==> config.mk <==
export PLATFORM = sky130hd
export DESIGN_NAME = sbt_top
export DESIGN_NICKNAME = d
export VERILOG_FILES = /design/src/include/sbt_pkg.sv /design/src/include/sbt_sink_if.sv /design/src/hdl/sbt_sink_timer.sv /design/src/hdl/sbt_top.sv
export SDC_FILE = /design/constraint.sdc
export NUM_CORES = 1
export LEC_CHECK = 0
export ABC_AREA = 1
export BUFFER_PORTS_ARGS = -buffer_cell sky130_fd_sc_hd__buf_2
export CORE_MARGIN = 10
export CORE_UTILIZATION = 55
export CTS_BUF_LIST = sky130_fd_sc_hd__clkbuf_8
export CTS_CLUSTER_DIAMETER = 200
export CTS_CLUSTER_SIZE = 20
export DETAILED_ROUTE_END_ITERATION = 12
export HOLD_SLACK_MARGIN = 0.12
export PLACE_DENSITY_LB_ADDON = 0.08
export SYNTH_ARGS = -nofsm -noshare
export SYNTH_HDL_FRONTEND = slang
export SYNTH_HIERARCHICAL = 1
export SYNTH_SLANG_ARGS = --single-unit
export TNS_END_PERCENT = 30
==> constraint.sdc <==
create_clock -name clk_sys -period 9.3 [get_ports clk_sys]
set_input_delay 1.86 -clock clk_sys [delete_from_list [all_inputs] [get_ports clk_sys]]
set_output_delay 1.86 -clock clk_sys [all_outputs]
set_load 0.02 [all_outputs]
==> src/include/sbt_pkg.sv <==
// Constants shared by the sink blink timer and its register slave.
// What this block does
// - Enabled blinking sink stays lit for the shared on time, then goes dark.
// - Shared on-time field bits 7:6 select 0.2, 0.6, 0.8 or 1.2 s.
// - Sink 7 dark-time field bits 5:4: disabled, 0.6, 1.2 or 1.8 s.
// - Sink 6 dark-time field bits 3:2: disabled, 0.6, 1.2 or 1.8 s.
// - Sink 5 dark-time field bits 1:0: disabled, 0.6, 1.2 or 1.8 s.
// - Nonzero dark code: dark for that time, lit again, repeating while enabled.
// - Enabled sink with dark code 00 stays lit without blinking.
// - Sinks enabled by one write start their sequences in the same cycle.
// - Enable register holds sink 7 at bit 6 down to sink 1 at bit 0.
package sbt_pkg;

	////////////////////////////////////////////////////////////////////////
	// Register indices; the byte address is four times the index.
	localparam logic [7:0] SBT_ENABLE_IDX = 8'h10;
	localparam logic [7:0] SBT_TIMING_IDX = 8'h11;
	localparam logic [7:0] SBT_STATUS_IDX = 8'h20;

	// Reset values of the writable registers.
	localparam logic [6:0] SBT_ENABLE_RST = 7'h00;
	localparam logic [7:0] SBT_TIMING_RST = 8'h00;

	// Field layout of the timing register.
	localparam int SBT_FIELD_W = 2;
	localparam int SBT_ON_LSB = 6;
	localparam int SBT_DARK7_LSB = 4;
	localparam int SBT_DARK6_LSB = 2;
	localparam int SBT_DARK5_LSB = 0;

	// Sink count and the position of sink 5 in the enable register.
	localparam int SBT_NUM_SINKS = 7;
	localparam int SBT_NUM_BLINK = 3;
	localparam int SBT_SINK5_BIT = 4;

	// AXI response codes.
	localparam logic [1:0] SBT_RESP_OKAY = 2'h0;
	localparam logic [1:0] SBT_RESP_SLVERR = 2'h2;

	////////////////////////////////////////////////////////////////////////
	// Timing: every duration is a whole number of 0.2 s units.
	localparam int unsigned SBT_CLK_PERIOD_NS = 10;
	localparam int unsigned SBT_UNIT_MS = 200;
	localparam int unsigned SBT_UNIT_CYCLES =
		SBT_UNIT_MS * 1000000 / SBT_CLK_PERIOD_NS;
	localparam int unsigned SBT_ON_MS_0 = 200;
	localparam int unsigned SBT_ON_MS_1 = 600;
	localparam int unsigned SBT_ON_MS_2 = 800;
	localparam int unsigned SBT_ON_MS_3 = 1200;
	localparam int unsigned SBT_DARK_MS_1 = 600;
	localparam int unsigned SBT_DARK_MS_2 = 1200;
	localparam int unsigned SBT_DARK_MS_3 = 1800;

	// Lit time of an on-time code, in units.
	function automatic logic [3:0] sbt_on_units(input logic [1:0] code);
		logic [3:0] u;
		u = 4'h0;
		unique case (code)
			2'h0: u = 4'(SBT_ON_MS_0 / SBT_UNIT_MS);
			2'h1: u = 4'(SBT_ON_MS_1 / SBT_UNIT_MS);
			2'h2: u = 4'(SBT_ON_MS_2 / SBT_UNIT_MS);
			2'h3: u = 4'(SBT_ON_MS_3 / SBT_UNIT_MS);
		endcase
		return u;
	endfunction

	// Dark time of a dark-time code, in units; code 0 means no dark phase.
	function automatic logic [3:0] sbt_dark_units(input logic [1:0] code);
		logic [3:0] u;
		u = 4'h0;
		unique case (code)
			2'h0: u = 4'h0;
			2'h1: u = 4'(SBT_DARK_MS_1 / SBT_UNIT_MS);
			2'h2: u = 4'(SBT_DARK_MS_2 / SBT_UNIT_MS);
			2'h3: u = 4'(SBT_DARK_MS_3 / SBT_UNIT_MS);
		endcase
		return u;
	endfunction

endpackage

==> src/include/sbt_sink_if.sv <==
// Link between the register block and one blinking sink timer.
`timescale 1ns/1ps
interface sbt_sink_if;
	logic enable;
	logic hold_lit;
	logic [31:0] on_cycles;
	logic [31:0] dark_cycles;
	logic lit;

	// Register side drives the settings and watches the sink.
	modport ctrl (output enable, hold_lit, on_cycles, dark_cycles,
		input lit);

	// Timer side follows the settings and drives the sink.
	modport timer (input enable, hold_lit, on_cycles, dark_cycles,
		output lit);
endinterface

==> src/hdl/sbt_sink_timer.sv <==
// On/dark sequencer for one blinking current sink.
`timescale 1ns/1ps
module sbt_sink_timer
(
	// Clock and reset.
	input wire logic clk_sys,
	input wire logic srst,
	// Settings in, sink state out.
	sbt_sink_if.timer link
);
	import sbt_pkg::*;

	typedef enum logic [1:0] {SBT_IDLE, SBT_LIT, SBT_DARK} sbt_phase_t;

	typedef struct packed
	{
		sbt_phase_t phase;
		logic [31:0] count;
		logic lit;
	} sbt_timer_state_t;

	sbt_timer_state_t state_q;
	sbt_timer_state_t state_d;

	////////////////////////////////////////////////////////////////////////
	// Next-state logic. Comparisons use >= so that a shorter time written
	// in mid-phase ends the phase at once rather than waiting for a wrap.
	always_comb
	begin
		state_d = state_q;
		unique case (state_q.phase)
			SBT_IDLE:
			begin
				if (link.enable)
				begin
					state_d.phase = SBT_LIT;
					state_d.count = 32'h0;
					state_d.lit = 1'b1;
				end
			end
			SBT_LIT:
			begin
				if (link.hold_lit)
					state_d.count = 32'h0;
				else if (state_q.count >= link.on_cycles - 32'h1)
				begin
					state_d.phase = SBT_DARK;
					state_d.count = 32'h0;
					state_d.lit = 1'b0;
				end
				else
					state_d.count = state_q.count + 32'h1;
			end
			SBT_DARK:
			begin
				if (link.hold_lit ||
					state_q.count >= link.dark_cycles - 32'h1)
				begin
					state_d.phase = SBT_LIT;
					state_d.count = 32'h0;
					state_d.lit = 1'b1;
				end
				else
					state_d.count = state_q.count + 32'h1;
			end
			// The fourth phase code is unused; fall back to a dark idle.
			default:
			begin
				state_d.phase = SBT_IDLE;
				state_d.count = 32'h0;
				state_d.lit = 1'b0;
			end
		endcase
		if (!link.enable)
		begin
			state_d.phase = SBT_IDLE;
			state_d.count = 32'h0;
			state_d.lit = 1'b0;
		end
	end

	// State register.
	always_ff @(posedge clk_sys)
	begin
		if (srst)
		begin
			state_q.phase <= SBT_IDLE;
			state_q.count <= 32'h0;
			state_q.lit <= 1'b0;
		end
		else
			state_q <= state_d;
	end

	assign link.lit = state_q.lit;
endmodule

==> src/hdl/sbt_top.sv <==
// Register slave and sink outputs of the blink timer for sinks 1 to 7.
//
// The implementer's own choices: the register offsets and the AXI4-Lite slave port.
`timescale 1ns/1ps
module sbt_top
#(
	parameter int ADDR_W = 8,
	parameter int unsigned UNIT_CYCLES = sbt_pkg::SBT_UNIT_CYCLES
)
(
	// Clock and reset.
	input wire logic clk_sys,
	input wire logic srst,
	// AXI4-Lite write address channel.
	input wire logic [ADDR_W-1:0] s_axi_awaddr,
	input wire logic [2:0] s_axi_awprot,
	input wire logic s_axi_awvalid,
	output logic s_axi_awready,
	// AXI4-Lite write data channel.
	input wire logic [31:0] s_axi_wdata,
	input wire logic [3:0] s_axi_wstrb,
	input wire logic s_axi_wvalid,
	output logic s_axi_wready,
	// AXI4-Lite write response channel.
	output logic [1:0] s_axi_bresp,
	output logic s_axi_bvalid,
	input wire logic s_axi_bready,
	// AXI4-Lite read address channel.
	input wire logic [ADDR_W-1:0] s_axi_araddr,
	input wire logic [2:0] s_axi_arprot,
	input wire logic s_axi_arvalid,
	output logic s_axi_arready,
	// AXI4-Lite read data channel.
	output logic [31:0] s_axi_rdata,
	output logic [1:0] s_axi_rresp,
	output logic s_axi_rvalid,
	input wire logic s_axi_rready,
	// Current sink drive, bit 0 is sink 1.
	output logic [sbt_pkg::SBT_NUM_SINKS-1:0] sink_lit
);
	import sbt_pkg::*;

	localparam logic [ADDR_W-1:0] ENABLE_ADDR =
		ADDR_W'({SBT_ENABLE_IDX, 2'b00});
	localparam logic [ADDR_W-1:0] TIMING_ADDR =
		ADDR_W'({SBT_TIMING_IDX, 2'b00});
	localparam logic [ADDR_W-1:0] STATUS_ADDR =
		ADDR_W'({SBT_STATUS_IDX, 2'b00});
	localparam int STEADY = SBT_SINK5_BIT;

	typedef struct packed
	{
		logic aw_have;
		logic [ADDR_W-1:0] awaddr;
		logic w_have;
		logic [31:0] wdata;
		logic wstrb0;
		logic bvalid;
		logic [1:0] bresp;
		logic rvalid;
		logic [31:0] rdata;
		logic [1:0] rresp;
		logic [SBT_NUM_SINKS-1:0] enable;
		logic [7:0] timing;
		logic [STEADY-1:0] steady_lit;
	} sbt_top_state_t;

	sbt_top_state_t state_q;
	sbt_top_state_t state_d;
	logic [SBT_NUM_BLINK-1:0] blink_lit;

	sbt_sink_if sink_link[SBT_NUM_BLINK] ();

	////////////////////////////////////////////////////////////////////////
	// Read multiplexer; unmapped addresses answer zero with an error.
	function automatic logic [32:0] read_word(
		input logic [ADDR_W-1:0] addr,
		input sbt_top_state_t s,
		input logic [SBT_NUM_SINKS-1:0] lit);
		logic [32:0] r;
		r = {1'b1, 32'h0};
		if (addr == ENABLE_ADDR)
			r = {1'b0, 25'h0, s.enable};
		else if (addr == TIMING_ADDR)
			r = {1'b0, 24'h0, s.timing};
		else if (addr == STATUS_ADDR)
			r = {1'b0, 25'h0, lit};
		return r;
	endfunction

	// Channel readies: one write and one read in flight at most.
	assign s_axi_awready = !state_q.aw_have && !state_q.bvalid;
	assign s_axi_wready = !state_q.w_have && !state_q.bvalid;
	assign s_axi_arready = !state_q.rvalid;

	////////////////////////////////////////////////////////////////////////
	// Bus slave and register update.
	always_comb
	begin
		logic [32:0] rd;
		rd = read_word(s_axi_araddr, state_q, sink_lit);
		state_d = state_q;
		// Address and data are caught independently, in either order.
		if (s_axi_awvalid && s_axi_awready)
		begin
			state_d.aw_have = 1'b1;
			state_d.awaddr = s_axi_awaddr;
		end
		if (s_axi_wvalid && s_axi_wready)
		begin
			state_d.w_have = 1'b1;
			state_d.wdata = s_axi_wdata;
			state_d.wstrb0 = s_axi_wstrb[0];
		end
		if (state_q.bvalid && s_axi_bready)
			state_d.bvalid = 1'b0;
		// Commit once both halves are held. All enables of one word land
		// in the same cycle, so the timers they start stay in step.
		if (state_q.aw_have && state_q.w_have && !state_q.bvalid)
		begin
			state_d.aw_have = 1'b0;
			state_d.w_have = 1'b0;
			state_d.bvalid = 1'b1;
			state_d.bresp = SBT_RESP_OKAY;
			if (state_q.awaddr == ENABLE_ADDR)
			begin
				if (state_q.wstrb0)
					state_d.enable = state_q.wdata[SBT_NUM_SINKS-1:0];
			end
			else if (state_q.awaddr == TIMING_ADDR)
			begin
				if (state_q.wstrb0)
					state_d.timing = state_q.wdata[7:0];
			end
			// Status is read only; a write to it is dropped quietly.
			else if (state_q.awaddr != STATUS_ADDR)
				state_d.bresp = SBT_RESP_SLVERR;
		end
		// Reads answer one cycle after the address is taken.
		if (state_q.rvalid && s_axi_rready)
			state_d.rvalid = 1'b0;
		if (s_axi_arvalid && s_axi_arready)
		begin
			state_d.rvalid = 1'b1;
			state_d.rdata = rd[31:0];
			state_d.rresp = rd[32] ? SBT_RESP_SLVERR : SBT_RESP_OKAY;
		end
		state_d.steady_lit = state_q.enable[STEADY-1:0];
	end

	// State register.
	always_ff @(posedge clk_sys)
	begin
		if (srst)
		begin
			state_q <= '0;
			state_q.enable <= SBT_ENABLE_RST;
			state_q.timing <= SBT_TIMING_RST;
		end
		else
			state_q <= state_d;
	end

	////////////////////////////////////////////////////////////////////////
	// Blink timers for sinks 5, 6 and 7. Times are products of the unit
	// count; the largest, 1.8 s, still fits 32 bits at the default rate.
	for (genvar i = 0; i < SBT_NUM_BLINK; i++)
	begin : g_blink
		logic [1:0] dark_code;
		assign dark_code =
			state_q.timing[SBT_DARK5_LSB + SBT_FIELD_W*i +: SBT_FIELD_W];
		assign sink_link[i].enable = state_q.enable[SBT_SINK5_BIT + i];
		assign sink_link[i].hold_lit = (dark_code == 2'h0);
		assign sink_link[i].on_cycles = 32'(UNIT_CYCLES *
			32'(sbt_on_units(state_q.timing[SBT_ON_LSB +: SBT_FIELD_W])));
		assign sink_link[i].dark_cycles = 32'(UNIT_CYCLES *
			32'(sbt_dark_units(dark_code)));
		assign blink_lit[i] = sink_link[i].lit;

		sbt_sink_timer u_timer
		(
			.clk_sys(clk_sys),
			.srst(srst),
			.link(sink_link[i])
		);
	end

	// Outputs.
	assign sink_lit = {blink_lit, state_q.steady_lit};
	assign s_axi_bvalid = state_q.bvalid;
	assign s_axi_bresp = state_q.bresp;
	assign s_axi_rvalid = state_q.rvalid;
	assign s_axi_rdata = state_q.rdata;
	assign s_axi_rresp = state_q.rresp;
endmodule

==> reports/summary.txt, run 1 <==
status -> completed
CTS Buf Count -> 17
initial antenna violation count -> 0
Worst IR Drop VDD -> 81.9 uV
port bufs -> 53
storage element area -> 3040 sq um
worst slew pin tran -> 1.11 ns
Tcrit/Tclk final -> 63.2%
PwrDens -> 73.9 nW/um^2
dpl ws -> 3.51 ns
syn avg cell area -> 6.71 sq um
sequential-to-total area share from yosys stat -> 18.2%
clock insertion delay at the later pin of the skew report -> 0.49 ns
synth warn -> 6
design area -> 18300 sq um
mapped cell area -> 16700 sq um
global-route wire length before repair -> 66.3 mm
multi-input logic area -> 12900 sq um
Via density -> 4.92
DR WL/cell -> 12.2 um
DP Area -> 17900 sq um
diode count -> 0
I/O pin cnt -> 113
most used cell, CP -> nor2_1
clk sinks -> 152
CTS tree -> done
hpwl dp -> 31.4 mm
Synth cell types -> 46
vias post-DR -> 15400
cts hold-fix bufs -> 0
Final Hold Fails -> 0
Residual DRC -> 0
critical path arrival -> 6.21 ns
Initial Utilization -> 56.1%
Total GRT Usage -> 20.0%
routability congestion estimate -> 0.873
total power -> 1.36 mW
die area -> 37800 sq um
cts repair resizes -> 0
die height -> 194 um
share of post-route cells with drive strength above 1 -> 6.89%
skew final -> 0.0192 ns
post-route setup slack -> 3.42 ns
Net count, final -> 3030
Slew Viols, Final -> 0
Worst Setup End Kind -> flop
Fin Hold WS -> 0.425 ns
max-cap viol count -> 0
CP Launch Type -> flop
CP Buf/Inv Count -> 2
#FFs+latches synth -> 152
CP Max Fanout -> 32
critical-path cell list -> inv_1, ha_1, inv_1, nor2_1, nand3_2, nor2_2, nand3_2, nor3_2, nand3b_1, xor2_1, ha_1, nand2_1, nor2_1, nand4_1, nor2_1, nand4_1, nand4_1, o21ai_0, nand2_1, nor2_1
Worst path top cell family by delay -> simple AND/OR/NAND/NOR gates
Rel. slew slack -> 25.6%
Initial DRC Count -> 757
Clock transition at path regs -> 0.12 ns
CTS root buf -> clkbuf_8
crit path max-delay cell type -> ha_1
Area Growth Syn to Fin -> 9.68%
fmax -> 170 MHz
class of the worst hold path -> flop to flop
RSZ-0062 raised after global routing -> false
Tmin final -> 5.88 ns
critical path's largest stage delay -> 0.91 ns
Core ar. -> 29800 sq um
Total Routed Length -> 38.2 mm
grt total ovfl -> 0
vias in the first global route -> 14600
largest net degree at the start of global routing -> 39
post-route ant nets -> 0
first-pass detailed-route iteration total -> 6
Bufs on Longest Clock Path -> 2
Final setup viols -> 0
Critical Path RT -> 9.63 ns
FP Rows -> 63
Cells after Synth -> 2494
CP Class -> flop to flop
Setup TNS -> 0 ns
fill count -> 2855
Pleak -> 8.99 nW
H-tree depth -> 4
number of setup buffers added after CTS -> 0
Die Span X -> 194 um
## final timing paths
check	endpoint	slack [ns]	startpoint	cells after the start
worst max-delay path	g_blink[1].u_timer/state_q[17]	3.42	state_q[11]	20
worst min-delay path	sink_lit[0]	0.42	state_d[0]	2
worst max register to register	g_blink[1].u_timer/state_q[17]	3.42	state_q[11]	20
worst min register to register	sink_lit[0]	0.42	state_d[0]	2
## placed cells by master, fill, tap and decap left out, drive strengths merged, types with 4 or more instances in the layout
master / netlist / layout
nor2: 506 / 506
nand2: 447 / 447
inv: 320 / 327
ha: 235 / 235
conb: 1 / 224
xor2: 166 / 166
dfxtp: 152 / 152
a21oi: 108 / 108
nand3: 99 / 99
xnor2: 95 / 95
nor3: 84 / 84
o21ai: 74 / 74
nand4: 68 / 68
buf: 57 / 56
nor4: 24 / 24
clkbuf: 5 / 17
o21a: 10 / 10
clkinv: 1 / 9
or2: 9 / 9
o31ai: 7 / 7
a31oi: 5 / 5
nand3b: 4 / 4
## Yosys cell counts (all sizes together)
cell    instances  share of area (%)
nor2          506                 12
nand2         447                 10
inv           320                7.2
ha            235                 18
xor2          166                8.7
dfxtp         152                 18
a21oi         108                3.2
nand3          99                3.5
xnor2          95                5.0
nor3           84                3.3
o21ai          74                2.2
nand4          68                2.6
buf            57                2.4
nor4           24                1.2
o21a           10               0.45
or2             9               0.34
o31ai           7               0.31
a31oi           5               0.19
clkbuf          5               0.11
nand3b          4               0.18
a21o            3               0.13
and3            3               0.11
nor3b           3               0.13
or4             3               0.13
a32o            2               0.12
o21bai          2              0.090
clkinv          1              0.022
conb            1              0.022
o22ai           1              0.037
## sequential cells by signal, summed over array words and instances, names as in the netlist
register	flops
g_blink.u_timer/state_q	102
state_q	21
s_axi_rdata	8
g_blink.dark_code	6
sink_lit	4
state_d	4
sink_link.enable	3
s_axi_bresp	1
s_axi_bvalid	1
s_axi_rresp	1
s_axi_rvalid	1
## routing by layer
metal | routed length [um] | vias up | share of wire (%) | track usage [%]
met2 | 17300 | 254 | 45 | 33.6
li1 | - | 8276 | - | -
met3 | 1350 | 40 | 3.5 | 2.62
met4 | 562 | 0 | 1.5 | 4.88
met5 | 0 | - | 0 | 0
met1 | 18900 | 6834 | 50 | 26.4
## worst reg2reg max path: stages, from the launching register on
cell and delay [ns]:
dfxtp_1 0.45, inv_1 0.14, ha_1 0.91, inv_1 0.64, nor2_1 0.32, nand3_2 0.16, nor2_2 0.17, nand3_2 0.14
nor3_2 0.21, nand3b_1 0.13, xor2_1 0.16, ha_1 0.28, nand2_1 0.07, nor2_1 0.15, nand4_1 0.16, nor2_1 0.22
nand4_1 0.24, nand4_1 0.19, o21ai_0 0.09, nand2_1 0.81, nor2_1 0.10
## stage by stage
stage,utilization (%),cells
after floorplan,-,2717
after global placement,60.1,3101
after detailed placement,60.1,3101
after CTS,61.6,3133
after global routing,61.6,3133
final,61.6,3133
## cell families (layout without fill, tap and decap cells)
kind of cell	count (synthesis)	in the layout	share of synthesized area, %
AOI/OAI and AO/OA	212	212	6.78
xor gates and xnor gates	261	261	13.7
adders and majority gates	235	235	17.6
buffers and inverters	383	409	9.71
DFF	152	152	18.2
other	1	224	0.0224
and+or+nand+nor	1250	1250	34.1
## power by group
| part | internal [mW] | switching (mW) |
|---|---|---|
| clock | 0.208 | 0.321 |
| sequential | 0.662 | 0.00718 |
| combinational | 0.0525 | 0.104 |
| total | 0.923 | 0.432 |
## area by class of cell
cell class,count,share of cell area [%]
clock buffer,17,1.28
clock inverter,15,1.04
inverter,321,6.57
multi-input combinational,2182,70.3
sequential,152,16.6
tap,390,2.66
timing repair buffer,56,1.57
(Power assumes the default switching activity.)
==> run 2, diff against run 1 <==
clock period = 5.8 ns   (was 9.3 ns; I/O delays follow)
==> run 2 against run 1 <==
Compared with the run above: clock-buffer cell count unchanged; sequential share of layout area about the same; via count up 0.95%; global-route usage about the same; final area up 0.28%; clock power up 61%; flip-flop and latch count unchanged; hold slack better by 0.021 ns; setup slack worse by 2.6 ns; register-to-register slack worse by 2.6 ns; non-clock buffer count up 6; critical path type unchanged.
==> reports/summary.txt, run 2 (synthesis results as in run 1) <==
status -> completed
CTS root buf -> clkbuf_8
Largest register FFs -> 102
port bufs -> 53
PwrDens -> 118 nW/um^2
Core ar. -> 29800 sq um
fill count -> 2835
Worst Hold Path EP -> sink_lit[1]
Initial Utilization -> 56.1%
Worst Setup End Kind -> flop
global-route wire length before repair -> 66.2 mm
cts repair resizes -> 0
class of the worst hold path -> flop to flop
vias in the first global route -> 14500
Tmin final -> 5.01 ns
Die Span X -> 194 um
Non-Filler Instances -> 3139
Worst IR Drop VDD -> 160 uV
Setup TNS -> 0 ns
met2 WL -> 17.7 mm
die area -> 37800 sq um
Hold Startpoint -> state_d[1]
Total GRT Usage -> 20.1%
first-pass detailed-route iteration total -> 6
I/O pin cnt -> 113
Slew Viols, Final -> 0
Bufs on Longest Clock Path -> 2
Clock transition at path regs -> 0.10 ns
R2R Path Start -> state_q[11]
vias post-DR -> 15600
worst hold path depth -> 2
Total Routed Length -> 38.6 mm
Rel. slew slack -> 16.2%
CP Max Fanout -> 32
share of post-route cells with drive strength above 1 -> 7.09%
CP Launch Type -> flop
placed instance count -> 3107
clk sinks -> 152
reg2reg setup slack -> 0.79 ns
Net count, final -> 3036
WL met3 -> 1.51 mm
Initial DRC Count -> 992
hpwl dp -> 31.7 mm
RR Endpoint -> g_blink[1].u_timer/state_q[4]
commonest non-fill, non-tap cell in the layout -> nor2_1
Pleak -> 9.02 nW
FP Rows -> 63
CP Class -> flop to flop
fmax -> 200 MHz
Metal-1 WL -> 19.0 mm
Final setup viols -> 0
initial antenna violation count -> 0
die height -> 194 um
worst slew pin tran -> 1.25 ns
Via density -> 4.95
critical path arrival -> 5.36 ns
post-route ant nets -> 0
diode count -> 0
Reg with most FFs -> g_blink.u_timer/state_q
largest net degree at the start of global routing -> 39
Tcrit/Tclk final -> 86.3%
cts hold-fix bufs -> 0
H-tree depth -> 4
DR WL/cell -> 12.3 um
Final Hold Fails -> 0
grt total ovfl -> 0
uppermost layer routed -> met4
most frequent cells in the layout -> nor2_1, nand2_1, inv_1, ha_1, conb_1
RSZ-0062 raised after global routing -> false
max-cap viol count -> 0
CTS Buf Count -> 17
Critical Path RT -> 6.16 ns
clock insertion delay at the later pin of the skew report -> 0.48 ns
Area Growth Syn to Fin -> 9.99%
number of setup buffers added after CTS -> 0
skew final -> 0.0183 ns
Worst R2R Path Depth -> 21
routability congestion estimate -> 0.889
CTS tree -> done
Residual DRC -> 0
## run 2: cell count changes in the layout (fill, tap and decap cells not counted)
cell | previous run | this run
buf_4 | 3 | 9
clkinv_4 | 1 | 0
clkinv_8 | 7 | 8
clkinvlp_4 | 0 | 1
inv_6 | 4 | 3
## run 2: area by class of cell
cell class	count	area, sq um	area share (%)
Tap cell	390	488	2.65
Timing Repair Buffer	62	333	1.81
Clock inverter	15	198	1.07
Sequential cell	152	3040	16.5
Multi-Input combinational cell	2182	12900	70.1
Inverter	321	1200	6.55
Clock buffer	17	234	1.27
## run 2: metal layers
metal	GRT usage [%]	up-vias
li1	-	8289
met3	2.89	28
met1	26.5	6941
met4	4.06	0
met2	33.8	292
met5	0	-
## run 2: worst max-delay path, cell delays in order (launching register included)
cell and delay [ns]:
dfxtp_1 0.39, inv_1 0.16, ha_1 0.21, inv_1 0.09, ha_1 0.22, inv_1 0.45
xor2_1 0.38, or4_1 0.63, nor3_2 0.26, nand3b_1 0.12, xor2_1 0.16, ha_1 0.27
nand2_1 0.06, nor2_1 0.17, nand4_1 0.15, nor2_1 0.20, nand4_1 0.22, nand4_1 0.18
o21ai_0 0.09, nand2_1 0.06, buf_4 0.32, nor2_1 0.08
## run 2: metrics by stage
stage | total power [mW] | hold WS, ns | setup WS [ns] | util [%] | cell area [sq um]
finish | 2.18 | 0.446 | 0.795 | 61.7 | 18400
global route | 2.29 | 0.473 | 0.274 | 61.7 | 18400
CTS | 2.19 | 0.447 | 0.843 | 61.7 | 18400
detailed placement | 1.34 | 0.429 | 0.880 | 60.3 | 18000
global placement | 1.33 | 0.425 | 1.01 | 60.3 | 18000
floorplan | 1.31 | 0.416 | 0.906 | - | 17600
## run 2: report_power, final
part / leakage [nW] / total (mW) / internal, mW / switching, mW
clock network: 0.209 / 0.852 / 0.335 / 0.516
logic: 7.58 / 0.250 / 0.0841 / 0.166
registers: 1.23 / 1.07 / 1.06 / 0.0117
## run 2: how the worst max path moves through the flow
stage | start | cells after the start | endpoint | slack (ns)
floorplan | state_q[10] | 22 | g_blink[0].u_timer/state_q[10] | 0.91
global placement | state_q[11] | 21 | g_blink[1].u_timer/state_q[20] | 1.01
detailed placement | state_q[11] | 21 | g_blink[1].u_timer/state_q[10] | 0.88
CTS | state_q[11] | 21 | g_blink[1].u_timer/state_q[26] | 0.84
global route | state_q[11] | 21 | g_blink[1].u_timer/state_q[26] | 0.27
finish | state_q[11] | 21 | g_blink[1].u_timer/state_q[4] | 0.79
==> run 3, diff against run 2 <==
CORE_UTILIZATION = 39   (was 55)
==> run 3 against run 2 <==
Compared with the run above: final area grew 0.90%; flip-flop and latch count is the same; setup slack lost 0.084 ns; global-route usage shrank 3.8 points; largest power group unchanged; first-iteration DRC count shrank 23%; hold slack gained 0.0019 ns; power grew 0.38%; clock power grew 0.8%; clock skew grew 0.0044 ns; critical endpoint is now g_blink[1].u_timer/state_q[24].
==> reports/summary.txt, run 3 (synthesis results as in run 1) <==
status -> completed
Critical Path RT -> 6.17 ns
Final setup viols -> 0
H-tree depth -> 4
placed instance count -> 3256
DR WL/cell -> 12.4 um
die area -> 51600 sq um
Total GRT Usage -> 16.3%
diode count -> 0
Final Hold Fails -> 0
die height -> 227 um
Residual DRC -> 0
worst slew pin tran -> 0.985 ns
Rel. slew slack -> 34.0%
Net count, final -> 3036
grt total ovfl -> 0
Tcrit/Tclk final -> 87.7%
critical path arrival -> 5.46 ns
first-pass detailed-route iteration total -> 7
CTS Buf Count -> 17
Core ar. -> 42100 sq um
port bufs -> 53
vias in the first global route -> 14400
FP Rows -> 75
Largest register FFs -> 102
commonest non-fill, non-tap cell in the layout -> nor2_1
Non-Filler Instances -> 3287
Area Growth Syn to Fin -> 11.0%
met1 Usage GRT -> 22.1%
Initial DRC Count -> 761
vias post-DR -> 15200
PwrDens -> 118 nW/um^2
Die Span X -> 227 um
I/O pin cnt -> 113
CP Max Fanout -> 32
fill count -> 4534
Initial Utilization -> 39.7%
share of post-route cells with drive strength above 1 -> 7.10%
storage element area -> 3040 sq um
Worst IR Drop VDD -> 141 uV
number of setup buffers added after CTS -> 0
CP Class -> flop to flop
Via density -> 4.62
routability congestion estimate -> 0.837
hpwl dp -> 33.9 mm
global-route wire length before repair -> 69.4 mm
CTS root buf -> clkbuf_8
class of the worst hold path -> flop to flop
Pleak -> 9.02 nW
fmax -> 197 MHz
Worst Setup End Kind -> flop
fin util -> 44.1%
GR Util met3 -> 2.28%
clk sinks -> 152
Tmin final -> 5.09 ns
Bufs on Longest Clock Path -> 2
max-cap viol count -> 0
RSZ-0062 raised after global routing -> false
cts hold-fix bufs -> 0
Slew Viols, Final -> 0
Setup TNS -> 0 ns
Total Routed Length -> 40.8 mm
post-route ant nets -> 0
CP Launch Type -> flop
clock insertion delay at the later pin of the skew report -> 0.50 ns
skew final -> 0.0227 ns
met2 Track Usage GR -> 26.8%
most frequent cells in the layout -> nor2_1, nand2_1, inv_1, ha_1, conb_1
Clock transition at path regs -> 0.10 ns
CTS tree -> done
initial antenna violation count -> 0
largest net degree at the start of global routing -> 39
multi-input logic area -> 12900 sq um
Reg with most FFs -> g_blink.u_timer/state_q
grt peak-use layer -> met2
cts repair resizes -> 0
## run 3: cell count changes in the layout (fill, tap and decap cells not counted)
cell and delta:
inv_8 -1, clkbuf_8 +1, clkinvlp_4 -1, nor3_1 -1, inv_6 +3, nor3_2 +1, clkinv_4 +2, clkinv_2 +1
bufinv_16 +2, clkinv_8 -8
## run 3: layout make-up
cell class / instances / area share, %
tap: 539 / 3.63
clock buffer: 18 / 1.33
inverter: 321 / 6.49
sequential: 152 / 16.4
clock inverter: 13 / 0.849
timing repair buffer: 62 / 1.79
multi-input combinational: 2182 / 69.5
## run 3: worst paths after layout
check	end	depth (start not counted)	start	slack, ns
min reg2reg	sink_lit[2]	2	state_d[2]	0.45
max reg2reg	g_blink[1].u_timer/state_q[24]	21	state_q[11]	0.71
max	g_blink[1].u_timer/state_q[24]	21	state_q[11]	0.71
min	sink_lit[2]	2	state_d[2]	0.45
## run 3: per-stage QoR
| stage | hold WS, ns | instance area (sq um) | power (mW) | setup slack [ns] |
|---|---|---|---|---|
| after floorplan | 0.416 | 17600 | 1.31 | 0.906 |
| after global placement | 0.423 | 18200 | 1.34 | 0.876 |
| after detailed placement | 0.434 | 18200 | 1.34 | 0.788 |
| after CTS | 0.451 | 18600 | 2.21 | 0.729 |
| after global routing | 0.477 | 18600 | 2.30 | 0.226 |
| final | 0.448 | 18600 | 2.18 | 0.711 |
## run 3: power by group
group	internal (mW)	total, mW	switching, mW
Sequential	1.06	1.07	0.0124
Clock	0.405	0.859	0.454
Combinational	0.0839	0.251	0.167
Total	1.55	2.18	0.633
## run 3: layer usage
metal,vias up,share of wire (%)
li1,8276,-
met1,6718,51
met2,154,45
met3,26,3.1
met4,0,0.91
met5,-,0
## run 3: critical path, stage by stage, from the launching register on
cell and delay (ns):
dfxtp_1 0.39, inv_1 0.17, ha_1 0.22, inv_1 0.10, ha_1 0.23, inv_1 0.43
xor2_1 0.38, or4_1 0.63, nor3_2 0.25, nand3b_1 0.13, xor2_1 0.16, ha_1 0.27
nand2_1 0.07, nor2_1 0.16, nand4_1 0.16, nor2_1 0.21, nand4_1 0.25, nand4_1 0.20
o21ai_0 0.09, nand2_1 0.07, buf_4 0.32, nor2_1 0.07
